File: config.mk
export PLATFORM = sky130hd
export DESIGN_NAME = dma_active_cycle_sequencer
export DESIGN_NICKNAME = d
export VERILOG_FILES = /design/src/rtl/dma_seq_pkg.sv /design/src/rtl/dma_active_cycle_sequencer.sv
export VERILOG_INCLUDE_DIRS = /design/src /design/src/rtl
export SDC_FILE = /design/constraint.sdc
export NUM_CORES = 1
export LEC_CHECK = 0
export BUFFER_PORTS_ARGS = -buffer_cell sky130_fd_sc_hd__buf_2
export CAP_MARGIN = 20
export CELL_PAD_IN_SITES_DETAIL_PLACEMENT = 1
export CELL_PAD_IN_SITES_GLOBAL_PLACEMENT = 1
export CORE_AREA = 2 2 232 234
export DETAILED_ROUTE_END_ITERATION = 16
export DIE_AREA = 0 0 234 236
export PLACE_DENSITY = 0.85
export SKIP_LAST_GASP = 1
export SYNTH_ARGS = -nofsm -noshare
export SYNTH_HDL_FRONTEND = slang
export SYNTH_SLANG_ARGS = --single-unit
File: constraint.sdc
create_clock -name ref_clk_i -period 12.13 [get_ports ref_clk_i]
set_clock_uncertainty 0.2 [all_clocks]
set_input_delay 0 -clock ref_clk_i [delete_from_list [all_inputs] [get_ports ref_clk_i]]
set_output_delay 0 -clock ref_clk_i [all_outputs]
set_load 0.005 [all_outputs]
File: src/rtl/dma_seq_map.svh
`ifndef DMA_SEQ_MAP_SVH
`define DMA_SEQ_MAP_SVH
// Register indices on the plain register port
`define OFS_CMD        5'h00
`define OFS_MASK       5'h01
`define OFS_REQ        5'h02
`define OFS_STATUS     5'h03
`define OFS_MODE0      5'h04
`define OFS_TEMP       5'h08
`define OFS_ADDR0      5'h10
`define OFS_CNT0       5'h14
// Command register fields
`define CMD_M2M        0
`define CMD_HOLD0      1
`define CMD_DISABLE    2
`define CMD_COMPRESS   3
`define CMD_ROTATE     4
`define CMD_ACK_HIGH   7
// Mode register fields
`define MODE_TYPE_LO   2
`define MODE_AUTO      4
`define MODE_DEC       5
`define MODE_SVC_LO    6
// Reset values
`define RST_CMD        8'h00
`define RST_MASK       4'hF
`define RST_MODE       8'h00
`endif

File: src/rtl/dma_seq_pkg.sv
package dma_seq_pkg;
  // Gray codes in listed order, one bit apart from each neighbour in the list
  typedef enum logic [4:0] {
    ST_I  = 5'h00, ST_0  = 5'h01, ST_1  = 5'h03, ST_2  = 5'h02,
    ST_3  = 5'h06, ST_W  = 5'h07, ST_4  = 5'h05, ST_11 = 5'h04,
    ST_12 = 5'h0C, ST_13 = 5'h0D, ST_14 = 5'h0F, ST_21 = 5'h0E,
    ST_22 = 5'h0A, ST_23 = 5'h0B, ST_24 = 5'h09, ST_C  = 5'h08
  } state_t;
  typedef enum logic [1:0] {
    SVC_DEMAND = 2'h0, SVC_SINGLE = 2'h1, SVC_BLOCK = 2'h2, SVC_CASCADE = 2'h3
  } svc_t;
  typedef enum logic [1:0] {
    XF_VERIFY = 2'h0, XF_WRITE = 2'h1, XF_READ = 2'h2, XF_ILLEGAL = 2'h3
  } xfer_t;
endpackage : dma_seq_pkg

File: src/rtl/dma_active_cycle_sequencer.sv
`timescale 1ns/100ps
`include "dma_seq_map.svh"
// Overview of operation
// - Idle with a pending unmasked or software request raises hold request.
// - Single mode: one transfer per service, then hold drops and is re-requested.
// - Each transfer steps address and count; underflow sets status, pulses EOP, masks.
// - Block mode runs until count underflow or external EOP.
// - Demand mode also stops when the request drops; current registers keep progress.
// - Autoinitialize on an EOP event or a channel 0 move underflow, never on a demand request drop.
// - Cascade passes request to acknowledge, drives only hold, ignores external EOP.
// - Acknowledges reset active low, held high; software may make them active high.
// - Write type: memory write with I/O read; read type: memory read with I/O write.
// - Verify steps and counts like a transfer but keeps strobes quiet, ignores ready.
// - Autoinitialize reloads current from base after EOP and leaves mask clear.
// - Command bit 0 pairs channels 0 and 1 for memory moves started on channel 0.
// - Memory move reads channel 0 address into temp, writes at channel 1 address.
// - Channel 1 underflow ends the move with EOP, status, and mask unless autoinit.
// - Channel 0 underflow in a move only autoinitializes channel 0 when selected.
// - Command bit 1 holds channel 0 source address fixed during a move.
// - External EOP ends a move after S24; autoinitializes channel 1 only.
// - Fixed priority: channel 0 highest; a granted service is never interrupted.
// - Rotating priority: served channel becomes lowest when the bus returns.
// - Compressed timing skips S3, EOP in S2, keeps S1 for upper address changes.
// - Upper address goes out on data lines in S1 with strobe, at service start, after autoinitialize, and when it changes.
// - After hold request the sequencer waits in S0 for hold acknowledge.
// - Ready low inserts waits after S3, or after S2 when compressed.
module dma_active_cycle_sequencer
  import dma_seq_pkg::*;
#(
  parameter int CH_N = 4
) (
  input  wire logic        ref_clk_i,
  input  wire logic        rst_i,
  input  wire logic [4:0]  reg_addr_i,
  input  wire logic [15:0] reg_wdata_i,
  input  wire logic        reg_wr_i,
  input  wire logic        reg_rd_i,
  output logic      [15:0] reg_rdata_o,
  input  wire logic [3:0]  channel_request_in_i,
  input  wire logic        hold_acknowledge_i,
  input  wire logic        ready_i,
  input  wire logic        end_of_process_i,
  input  wire logic [7:0]  data_i,
  output logic [7:0]       data_o,
  output logic             data_oe_o,
  output logic [7:0]       address_o,
  output logic             hold_request_o,
  output logic [3:0]       channel_acknowledge_out_o,
  output logic             end_of_process_o,
  output logic             address_enable_o,
  output logic             upper_address_strobe_o,
  output logic             memory_read_strobe_o,
  output logic             memory_write_strobe_o,
  output logic             io_read_strobe_o,
  output logic             io_write_strobe_o
);
  if (CH_N != 4) begin : g_chk
    $error("dma_active_cycle_sequencer serves exactly four channels");
  end

  logic [7:0]  cmd;
  logic [3:0]  mask;
  logic [3:0]  sw_req;
  logic [3:0]  tc_stat;
  logic [7:0]  temp;
  logic [7:0]  mode     [4];
  logic [15:0] cur_addr [4];
  logic [15:0] cur_cnt  [4];
  logic [15:0] base_addr[4];
  logic [15:0] base_cnt [4];
  state_t      state;
  state_t      next_state;
  logic [1:0]  gch;
  logic [1:0]  top;
  logic        need_up;
  logic        ext_seen;

  // Pin inputs: three stages, a change counts once stages two and three agree
  logic [14:0] pin_s1, pin_s2, pin_s3, pin_f;
  always_ff @(posedge ref_clk_i or posedge rst_i) begin
    if (rst_i) begin
      pin_s1 <= 15'h0000;
      pin_s2 <= 15'h0000;
      pin_s3 <= 15'h0000;
      pin_f  <= 15'h0000;
    end else begin
      pin_s1 <= {data_i, end_of_process_i, ready_i, hold_acknowledge_i, channel_request_in_i};
      pin_s2 <= pin_s1;
      pin_s3 <= pin_s2;
      pin_f  <= (pin_s2 & pin_s3) | (pin_f & (pin_s2 | pin_s3));
    end
  end
  wire [3:0] channel_request_in    = pin_f[3:0];
  wire       hold_acknowledge    = pin_f[4];
  wire       rdy     = pin_f[5];
  wire       eop_in  = pin_f[6];
  wire [7:0] din     = pin_f[14:7];

  // Channel attributes of the granted channel
  wire        m2m     = cmd[`CMD_M2M];
  wire        comp    = cmd[`CMD_COMPRESS] & ~m2m;
  wire [7:0]  gmode   = mode[gch];
  wire [1:0]  gsvc    = gmode[`MODE_SVC_LO+1:`MODE_SVC_LO];
  wire [1:0]  gtype   = gmode[`MODE_TYPE_LO+1:`MODE_TYPE_LO];
  wire        verify  = (gtype == XF_VERIFY);
  wire        rdy_ok  = rdy | verify;

  // Requests: masked hardware plus software; channel 1 cannot start a move
  wire [3:0] pend = ((channel_request_in & ~mask) | sw_req) & ~(m2m ? 4'h2 : 4'h0);
  wire       any_pend = |pend;
  wire [1:0] top_eff  = cmd[`CMD_ROTATE] ? top : 2'h0;
  logic [1:0] win;
  logic       found;
  logic [1:0] idx;
  // Priority search starting at the highest ranked channel
  always_comb begin
    win   = 2'h0;
    found = 1'b0;
    idx   = 2'h0;
    for (int i = 0; i < 4; i++) begin
      idx = top_eff + 2'(i);
      if (!found && pend[idx]) begin
        win   = idx;
        found = 1'b1;
      end
    end
  end

  // Transfer completion: S4 for normal, S14 and S24 for memory moves
  wire        upd     = (state == ST_4) | (state == ST_14) | (state == ST_24);
  wire [1:0]  uch     = (state == ST_14) ? 2'h0 : (state == ST_24) ? 2'h1 : gch;
  wire        uauto   = mode[uch][`MODE_AUTO];
  wire        udec    = mode[uch][`MODE_DEC];
  wire        uhold   = (state == ST_14) & cmd[`CMD_HOLD0];
  wire [15:0] ua      = cur_addr[uch];
  wire [15:0] na      = uhold ? ua : (udec ? ua - 16'h0001 : ua + 16'h0001);
  wire        uzero   = (cur_cnt[uch] == 16'h0000);
  wire        uext    = ext_seen & (state != ST_14) & (gsvc != SVC_CASCADE);
  wire        eop_evt = upd & (state != ST_14) & (uzero | uext);
  wire        restore = upd & uauto & ((state == ST_14) ? uzero : eop_evt);
  wire        set_msk = eop_evt & ~uauto;
  wire        carry   = (na[15:8] != ua[15:8]);
  // Service end: EOP, single mode each time, demand when request drops
  wire        end_svc = eop_evt | ((state == ST_4) & ((gsvc == SVC_SINGLE)
                        | ((gsvc == SVC_DEMAND) & ~channel_request_in[gch])));

  // Sequencer
  always_comb begin
    next_state = state;
    case (state)
      // A fresh grant is awaited: the old acknowledge must have dropped first
      ST_I:  if (any_pend && !cmd[`CMD_DISABLE] && !hold_acknowledge) next_state = ST_0;
      ST_0:  begin
        if (hold_acknowledge) begin
          if (!any_pend) next_state = ST_I;
          else if (mode[win][`MODE_SVC_LO+1:`MODE_SVC_LO] == SVC_CASCADE) next_state = ST_C;
          else if (m2m && win == 2'h0) next_state = ST_11;
          else next_state = ST_1;
        end
      end
      ST_C:  if (!channel_request_in[gch] || mask[gch]) next_state = ST_I;
      ST_1:  next_state = ST_2;
      ST_2:  next_state = comp ? (rdy_ok ? ST_4 : ST_W) : ST_3;
      ST_3:  next_state = rdy_ok ? ST_4 : ST_W;
      ST_W:  if (rdy_ok) next_state = ST_4;
      ST_4:  next_state = end_svc ? ST_I : ((need_up || carry) ? ST_1 : ST_2);
      ST_11: next_state = ST_12;
      ST_12: next_state = ST_13;
      ST_13: if (rdy) next_state = ST_14;
      ST_14: next_state = ST_21;
      ST_21: next_state = ST_22;
      ST_22: next_state = ST_23;
      ST_23: if (rdy) next_state = ST_24;
      ST_24: next_state = eop_evt ? ST_I : ST_11;
      default: next_state = ST_I;
    endcase
  end

  always_ff @(posedge ref_clk_i or posedge rst_i) begin
    if (rst_i) state <= ST_I;
    else       state <= next_state;
  end

  // Grant is latched only at hold acknowledge, so nothing preempts a service
  always_ff @(posedge ref_clk_i or posedge rst_i) begin
    if (rst_i) begin
      gch <= 2'h0;
      top <= 2'h0;
    end else begin
      if (state == ST_0 && hold_acknowledge) gch <= win;
      if (state != ST_I && next_state == ST_I) top <= gch + 2'h1;
    end
  end

  // Upper address reload flag and external EOP capture (set wins)
  always_ff @(posedge ref_clk_i or posedge rst_i) begin
    if (rst_i) begin
      need_up  <= 1'b0;
      ext_seen <= 1'b0;
    end else begin
      if (state == ST_0) need_up <= 1'b1;
      else if (state == ST_1) need_up <= 1'b0;
      else if (upd && restore) need_up <= 1'b1;
      ext_seen <= (eop_in & (state != ST_I)) | (ext_seen & ~(upd & (state != ST_14))
                  & (state != ST_I));
    end
  end

  // Register port decode
  wire       wr_ch   = reg_wr_i & (state == ST_I);
  wire [1:0] rch     = reg_addr_i[1:0];
  wire       hit_mode = (reg_addr_i[4:2] == 3'h1);
  wire       hit_addr = (reg_addr_i[4:2] == 3'h4);
  wire       hit_cnt  = (reg_addr_i[4:2] == 3'h5);
  wire       stat_rd  = reg_rd_i & (reg_addr_i == `OFS_STATUS);

  // Channel registers: hardware steps them; programming happens while idle
  always_ff @(posedge ref_clk_i or posedge rst_i) begin
    if (rst_i) begin
      for (int c = 0; c < 4; c++) begin
        mode[c]      <= `RST_MODE;
        cur_addr[c]  <= 16'h0000;
        cur_cnt[c]   <= 16'h0000;
        base_addr[c] <= 16'h0000;
        base_cnt[c]  <= 16'h0000;
      end
    end else begin
      if (upd) begin
        cur_addr[uch] <= restore ? base_addr[uch] : na;
        cur_cnt[uch]  <= restore ? base_cnt[uch] : cur_cnt[uch] - 16'h0001;
      end
      if (wr_ch && hit_mode) mode[rch] <= reg_wdata_i[7:0];
      if (wr_ch && hit_addr) begin
        cur_addr[rch]  <= reg_wdata_i;
        base_addr[rch] <= reg_wdata_i;
      end
      if (wr_ch && hit_cnt) begin
        cur_cnt[rch]  <= reg_wdata_i;
        base_cnt[rch] <= reg_wdata_i;
      end
    end
  end

  // Global registers; hardware set wins over a status read clear
  wire [3:0] ev_bit = eop_evt ? (4'h1 << uch) : 4'h0;
  // A move is requested on channel 0 but ends on channel 1; clear both
  wire [3:0] req_clr = ev_bit | ((eop_evt && state == ST_24) ? 4'h1 : 4'h0);
  always_ff @(posedge ref_clk_i or posedge rst_i) begin
    if (rst_i) begin
      cmd     <= `RST_CMD;
      mask    <= `RST_MASK;
      sw_req  <= 4'h0;
      tc_stat <= 4'h0;
      temp    <= 8'h00;
    end else begin
      if (wr_ch && reg_addr_i == `OFS_CMD) cmd <= reg_wdata_i[7:0];
      if (wr_ch && reg_addr_i == `OFS_MASK) mask <= reg_wdata_i[3:0];
      else if (set_msk) mask <= mask | ev_bit;
      if (wr_ch && reg_addr_i == `OFS_REQ) sw_req <= reg_wdata_i[3:0];
      else sw_req <= sw_req & ~req_clr;
      tc_stat <= (tc_stat & ~(stat_rd ? 4'hF : 4'h0)) | ev_bit;
      if (state == ST_14) temp <= din;
    end
  end

  // Read data stands in the cycle after the read strobe only
  logic [15:0] rd_val;
  always_comb begin
    rd_val = 16'h0000;
    case (reg_addr_i)
      `OFS_CMD:    rd_val = {8'h00, cmd};
      `OFS_MASK:   rd_val = {12'h000, mask};
      `OFS_REQ:    rd_val = {12'h000, sw_req};
      `OFS_STATUS: rd_val = {8'h00, channel_request_in, tc_stat};
      `OFS_TEMP:   rd_val = {8'h00, temp};
      default: begin
        if (hit_mode) rd_val = {8'h00, mode[rch][7:2], 2'h3};
        else if (hit_addr) rd_val = cur_addr[rch];
        else if (hit_cnt) rd_val = cur_cnt[rch];
        else rd_val = 16'h0000;
      end
    endcase
  end

  // Output decode from the present state; registered, so pins trail by one cycle
  wire in_xfer  = (state == ST_1) | (state == ST_2) | (state == ST_3)
                | (state == ST_W) | (state == ST_4);
  wire rd_half  = (state == ST_11) | (state == ST_12) | (state == ST_13) | (state == ST_14);
  wire wr_half  = (state == ST_21) | (state == ST_22) | (state == ST_23) | (state == ST_24);
  wire up_st    = (state == ST_1) | (state == ST_11) | (state == ST_21);
  wire rd_side  = (state == ST_3) | (state == ST_W) | (state == ST_4);
  wire wr_side  = (state == ST_W) | (state == ST_4);
  wire t_rd     = in_xfer & (gtype == XF_READ);
  wire t_wr     = in_xfer & (gtype == XF_WRITE);
  wire [3:0] ack_act = (in_xfer | (state == ST_C)) ? (4'h1 << gch) : 4'h0;
  wire [3:0] ack_pin = cmd[`CMD_ACK_HIGH] ? ack_act : ~ack_act;
  wire eop_pls  = comp ? ((state == ST_2) & (cur_cnt[gch] == 16'h0000))
                       : (eop_evt & (uzero | (state == ST_24)));
  wire [7:0] up_byte = (state == ST_11) ? cur_addr[0][15:8]
                     : (state == ST_21) ? cur_addr[1][15:8] : cur_addr[gch][15:8];
  wire [7:0] lo_byte = rd_half ? cur_addr[0][7:0]
                     : wr_half ? cur_addr[1][7:0] : cur_addr[gch][7:0];

  // Output flip-flops
  always_ff @(posedge ref_clk_i or posedge rst_i) begin
    if (rst_i) begin
      reg_rdata_o               <= 16'h0000;
      data_o                    <= 8'h00;
      data_oe_o                 <= 1'b0;
      address_o                 <= 8'h00;
      hold_request_o            <= 1'b0;
      channel_acknowledge_out_o <= 4'hF;
      end_of_process_o          <= 1'b0;
      address_enable_o          <= 1'b0;
      upper_address_strobe_o    <= 1'b0;
      memory_read_strobe_o      <= 1'b0;
      memory_write_strobe_o     <= 1'b0;
      io_read_strobe_o          <= 1'b0;
      io_write_strobe_o         <= 1'b0;
    end else begin
      reg_rdata_o               <= reg_rd_i ? rd_val : 16'h0000;
      data_o                    <= up_st ? up_byte : temp;
      data_oe_o                 <= up_st | wr_half;
      address_o                 <= lo_byte;
      hold_request_o            <= (state != ST_I);
      channel_acknowledge_out_o <= ack_pin;
      end_of_process_o          <= eop_pls;
      address_enable_o          <= in_xfer | rd_half | wr_half;
      upper_address_strobe_o    <= up_st;
      memory_read_strobe_o      <= (t_rd & rd_side) | (state == ST_13) | (state == ST_14);
      memory_write_strobe_o     <= (t_wr & wr_side) | (state == ST_23) | (state == ST_24);
      io_read_strobe_o          <= t_wr & rd_side;
      io_write_strobe_o         <= t_rd & wr_side;
    end
  end
endmodule : dma_active_cycle_sequencer

# After elaboration in Yosys (flattened, before gate mapping)
# Index checks and enable logic that the tools add are counted.
# totals
register_bits	432
input_bits	40
out_inout_bits	45
word_cells	332
# op_classes
add_sub_neg	7
n_lt_le_gt_ge	11
n_eq_ne	29
shifts	2
n_mux	118
bitwise_logic	80
reduce_logical	38
# ops
operator	n
$mux W16	26
$bwmux W64	6
$bmux W16 S2	8
$mux W64	4
$mux W8	12
$pmux W16 S5	1
$pmux W5 S16	1
$bmux W8 S2	4
$demux W16 S2	2
$eq A5 B4 Y1 const B	9
$mux W4	9
$mux W5	7
$bwmux W32	1
$logic_not A16 Y1	2
$sub A16 B1 Y16 const B	2
$or A1 B1 Y1	31
$and A15 B15 Y15	2
$or A15 B15 Y15	2
$and A1 B1 Y1	24
$eq A5 B2 Y1 const B	4
$eq A5 B3 Y1 const B	4
$mux W2	10
$logic_and A1 B1 Y1	18
$add A16 B1 Y16 const B	1
other kinds (34)	95

# Logic depth before layout (Yosys ltp)
# logic_depth
ltp_word	27
depth_mapped	23

# Least setup slack after synthesis
# Ideal clock, no wire load.
# synth_path
path_kind	reg-to-reg
from	register state[1]
to	register top[0]
arrival_ns	4.337
required_ns	11.802
path_slack_ns	7.465
stages_incl_launch_ff	22
path_buffers	7
period_less_slack_ns	4.665
path_cell_list	dfrtp_1 > clkbuf_4 > xor2_2 > o21ai_2 > buf_6 > buf_6 > buf_4 > buf_6 > buf_6 > a211oi_1 > a31o_2 > ha_1 > o211ai_1 > nor4_4 > and3b_1 > buf_4 > a31oi_4 > nor2_8 > nor2_1 > or4_4 > nor4_2 > mux2_1
# synth_between
word_cells_on_any_way	59
# synth_lines
element	line_no	source
start, declared	dma_active_cycle_sequencer.sv:71	state_t state;
start signal, assigned	dma_active_cycle_sequencer.sv:181	else state <= next_state;
$eq A5 B4 Y1	dma_active_cycle_sequencer.sv:130, dma_active_cycle_sequencer.sv:131, dma_active_cycle_sequencer.sv:150	
$mux W2 (2 in a row)	dma_active_cycle_sequencer.sv:131	wire [1:0] uch = (state == ST_14) ? 2'h0 : (state == ST_24) ? 2'h1 : gch;
$not A2 Y3 (not written as such)	dma_active_cycle_sequencer.sv:137	wire uzero = (cur_cnt[uch] == 16'h0000);
$bmux W16 S2	dma_active_cycle_sequencer.sv:137	
$mux W16 (not written as such) (2 in a row)	dma_active_cycle_sequencer.sv:137	
$logic_not A16 Y1	dma_active_cycle_sequencer.sv:137	
$or A1 B1 Y1	dma_active_cycle_sequencer.sv:139	wire eop_evt = upd & (state != ST_14) & (uzero | uext);
$and A1 B1 Y1	dma_active_cycle_sequencer.sv:139	
$or A1 B1 Y1	dma_active_cycle_sequencer.sv:144	wire end_svc = eop_evt | ((state == ST_4) & ((gsvc == SVC_SINGLE)
$mux W2	dma_active_cycle_sequencer.sv:166	ST_4: next_state = end_svc ? ST_I : ((need_up || carry) ? ST_1 : ST_2);
$pmux W5 S16 (*)	dma_active_cycle_sequencer.sv:150	case (state)
via next_state[1]	dma_active_cycle_sequencer.sv:72	state_t next_state;
$logic_not A5 Y1 (*)	dma_active_cycle_sequencer.sv:191	if (state != ST_I && next_state == ST_I) top <= gch + 2'h1;
$logic_and A1 B1 Y1 (*)	dma_active_cycle_sequencer.sv:191	
end signal, assigned	dma_active_cycle_sequencer.sv:191	
end, declared	dma_active_cycle_sequencer.sv:74	logic [1:0] top;
# Mark *: on every way through the listed nets, which the timed path passes. The rest lies on a longest branch. The select of a mux whose other input is x is not followed.
# A chain may end at the register's enable or synchronous reset.

# Final worst setup path
# layout_path
from	register state[2]
to	register cur_addr[61] (netlist bit)
# layout_between
elab_chain_cells	17
word_cells_on_any_way	48
# layout_lines
element	line_no	source
parallel branches: the longest is 16 deep, another holds $add A16 B1 Y16	-	
$mux W64 (*)	dma_active_cycle_sequencer.sv:233	if (wr_ch && hit_addr) begin
end signal, assigned by index	dma_active_cycle_sequencer.sv:229	cur_addr[uch] <= restore ? base_addr[uch] : na;
end signal, assigned by index	dma_active_cycle_sequencer.sv:234	cur_addr[rch] <= reg_wdata_i;
end, declared	dma_active_cycle_sequencer.sv:67	logic [15:0] cur_addr [4];
# Mark *: on every way between the ends. The select of a mux whose other input is x is not followed.

==> key figures <==
Timing
  – Relative slew slack: 27.7%
  – Period minus WS final: 6.41 ns
  – Setup TNS: 0 ns
  – Setup Viol. Count Final: 0
  – RSZ-0062 raised after global routing: no
  – Fin crit share: 52.8%
  – Tightest Pin Transition: 1.08 ns
  – Final Worst Setup Slack: 5.72 ns
  – Final hold viol count: 0
  – Pins Over Slew Limit: 0
  – Fmax: 0.156 GHz

Worst setup path
  – Critical-path cell list: and3b_1 -> nand2_2 -> nand2_2 -> buf_4 -> nand2_1 -> and3_1 -> a21oi_1 -> ha_1 -> a21o_1 -> a21o_1 -> a21o_1 -> a31o_2 -> a21oi_1 -> o211ai_1 -> o21ai_0 -> a21o_1 -> mux2i_1 -> o21ai_1
  – CP Launch Type: flop
  – Worst EP required: 12.43 ns
  – Crit-path max FO: 28
  – R2R setup slack: 5.72 ns
  – CP max stage delay: 0.87 ns
  – Top cell by count, worst path: a21o_1
  – CP Capture Type: flop
  – Slowest cell on the critical path: dfrtp_1
  – Setup CP Type: reg2reg
  – Arr. time, crit path: 6.71 ns

Floorplanning
  – Initial Utilization: 43.3%
  – Rows: 85
  – Die area: 0.0552 mm^2
  – Die Ht: 236 um
  – Die W: 234 um
  – Core footprint: 0.0531 mm^2
  – Ports: 85

Min path
  – Hold WC Path Type: in2reg

Finish
  – Synthesis-to-layout area growth: 13.5%
  – Fin nets: 2646
  – Layout cells sized above 1: 13.5%
  – Antenna cells: 0

Logic synthesis
  – Synth warnings: 0
  – Most used flip-flop cell after synthesis: dfrtp_1
  – Synth unique cells: 96
  – Post-synth ARST share: 100%
  – Synthesized area per cell: 9.05 um^2
  – Syn Nets: 2596
  – Synthesized cell area: 0.0230 mm^2
  – Register bit total from synthesis: 424
  – Post-Syn Instances: 2540
  – Sequential-to-total area share from yosys stat: 46.2%
  – EDFF count, synth: 0

Drt
  – Vias per inst: 6.44
  – DR vias: 21400
  – DRC Markers: 0
  – TritonRoute pass-1 iters: 5
  – Routed len/inst: 27.6 um
  – WL final: 91600 um
  – Final ANT Viol Nets: 0
  – DRT iter0 DRCs: 2362

Power and ir drop
  – Total power: 0.00677 W
  – Leakage Power: 11.7 nW
  – VDD IR max: 0.000124 V
  – PD cells: 260 mW/mm^2

Global routing
  – Antenna violations before repair: 3
  – Grt ovf: 0
  – Number of global-route vias before repair: 22700
  – Largest net degree at the start of global routing: 158
  – First-pass GRT wire length: 140000 um
  – GRT Total Usage: 33.2%

Place
  – Port Buffers: 84
  – Final GP Congestion: 0.976
  – Worst slack at placement: 5.90 ns
  – Hpwl dp: 59900 um

Clocking
  – Max Root-Sink Buffers: 3
  – CTS Buf Count: 47
  – CTS H-tree depth: 2
  – Clock-pin slew of the registers on the worst-case setup and hold paths: 0.06 ns
  – CTS Sinks: 424
  – CTS tree: yes
  – Clock Root Buffer: clkbuf_16
  – Skew-Pair Late Insertion Delay: 0.60 ns

Job
  – Maxcap violations: 0

Status
  – Status: complete, no violations
[sequential cells by signal (all words and copies together) (netlist names), 5 cells and up]
name         cells
temp             8
address_o        8
pin_s3          15
base_addr       64
pin_f           15
data_o           8
cur_addr        64
cmd              8
mode            24
reg_rdata_o     16
state            5
base_cnt        64
pin_s2          15
pin_s1          15
cur_cnt         64
[routing by layer]
| metal | track usage (%) | wire length, um |
|---|---|---|
| met4 | 19.9 | 6110 |
| met1 | 41.6 | 34400 |
| met5 | 0 | 11 |
| met2 | 52.6 | 42500 |
| met3 | 7.01 | 8560 |
[layout make-up]
type                    count  area, um^2
inverters                  27         109
clock inverters            16         236
flip-flops and latches    424       10600
clock buffers              65        1380
fillers                  5975       27000
repair buffers            179        1300
multi-input cells        1911       11600
well taps                 696         871
[stage by stage]
| stage | util, % | std cells | area, um^2 | hold slack [ns] |
|---|---|---|---|---|
| after floorplan | - | 2540 | 23000 | -0.169 |
| after global placement | 45.0 | 3180 | 23900 | -0.0920 |
| after detailed placement | 45.0 | 3181 | 23900 | -0.0902 |
| after CTS | 49.1 | 3316 | 26100 | 0.00369 |
| after global routing | 49.2 | 3318 | 26100 | 0.0635 |
| final | 49.2 | 3318 | 26100 | 0.0156 |
[report_power, final]
part	leakage, nW	total [W]	internal (W)	switching [W]
registers	5.10	0.00207	0.00172	0.000351
logic	5.77	0.00317	0.00114	0.00203
clock network	0.804	0.00153	0.000903	0.000626
total	11.7	0.00677	0.00377	0.00301
[cells by family after synthesis]
| logic type | after synthesis | synth area share [%] |
|---|---|---|
| adder cells (fa/ha/maj) | 31 | 1.52 |
| multiplexers | 178 | 10.6 |
| buffers and inverters | 205 | 3.74 |
| AND/OR/NAND/NOR | 1078 | 20.3 |
| other | 1 | 0.0163 |
| flip-flops | 424 | 46.2 |
| XOR/XNOR | 38 | 1.48 |
| AO/OA/AOI/OAI | 585 | 16.2 |
[worst max-delay path, delay by kind of cell (launching register included)]
family                   cells  cell delay (ns)
AO/OA/AOI/OAI               10             2.18
multiplexers                 1             0.09
flip-flops                   1             0.87
buffers and inverters        1             0.48
AND/OR/NAND/NOR              5             2.01
adder cells (fa/ha/maj)      1             0.43
[final timing paths]
kind                          startpoint              end  depth (start not counted)
max                             state[2]     cur_addr[61]                         18
min                        reg_addr_i[1]   reg_rdata_o[3]                          4
max reg2reg                     state[2]     cur_addr[61]                         18
min reg2reg                    pin_s1[6]        pin_s2[6]                          0
max in group asynchronous          rst_i    base_addr[39]                          5
min in group asynchronous          rst_i  reg_rdata_o[15]                          4
[placed cells by master (no fill, tap or decap), types with 14 or more instances in the layout]
| cell | count |
|---|---|
| nand2_1 | 644 |
| dfrtp_1 | 415 |
| nor2_1 | 183 |
| a21oi_1 | 161 |
| buf_2 | 85 |
| mux2i_1 | 80 |
| o21ai_0 | 76 |
| o21ai_1 | 64 |
| nand3_1 | 61 |
| dlygate4sd3_1 | 54 |
| mux2_2 | 49 |
| and2_1 | 48 |
| mux4_2 | 47 |
| clkbuf_16 | 47 |
| a31oi_1 | 42 |
| o21a_1 | 39 |
| o211ai_1 | 37 |
| buf_4 | 37 |
| a211oi_1 | 34 |
| nor3_1 | 25 |
| inv_1 | 23 |
| a22oi_1 | 23 |
| xnor2_1 | 22 |
| nor4_1 | 18 |
| nor2b_1 | 16 |
| ha_1 | 16 |
| xor2_1 | 15 |
| maj3_1 | 15 |
| clkbuf_8 | 14 |
[synth_stat cells, types with 47 or more instances]
cell type | number | area (um^2)
o21ai_1 | 64 | 320
nand3_1 | 62 | 310
and2_1 | 48 | 300
mux4_2 | 47 | 1060
a21oi_1 | 161 | 806
mux2i_1 | 80 | 801
nor2_1 | 188 | 706
clkbuf_1 | 131 | 492
o21ai_0 | 76 | 380
dfrtp_1 | 416 | 10400
nand2_1 | 647 | 2430
mux2_2 | 49 | 552
[what timing repair did]
item	CTS	global route
gates resized for setup	0	0
hold endpoints to repair	429	0
hold buffers	54	0
setup buffers	0	0
Note: power is estimated with default switching activity, not from simulation.
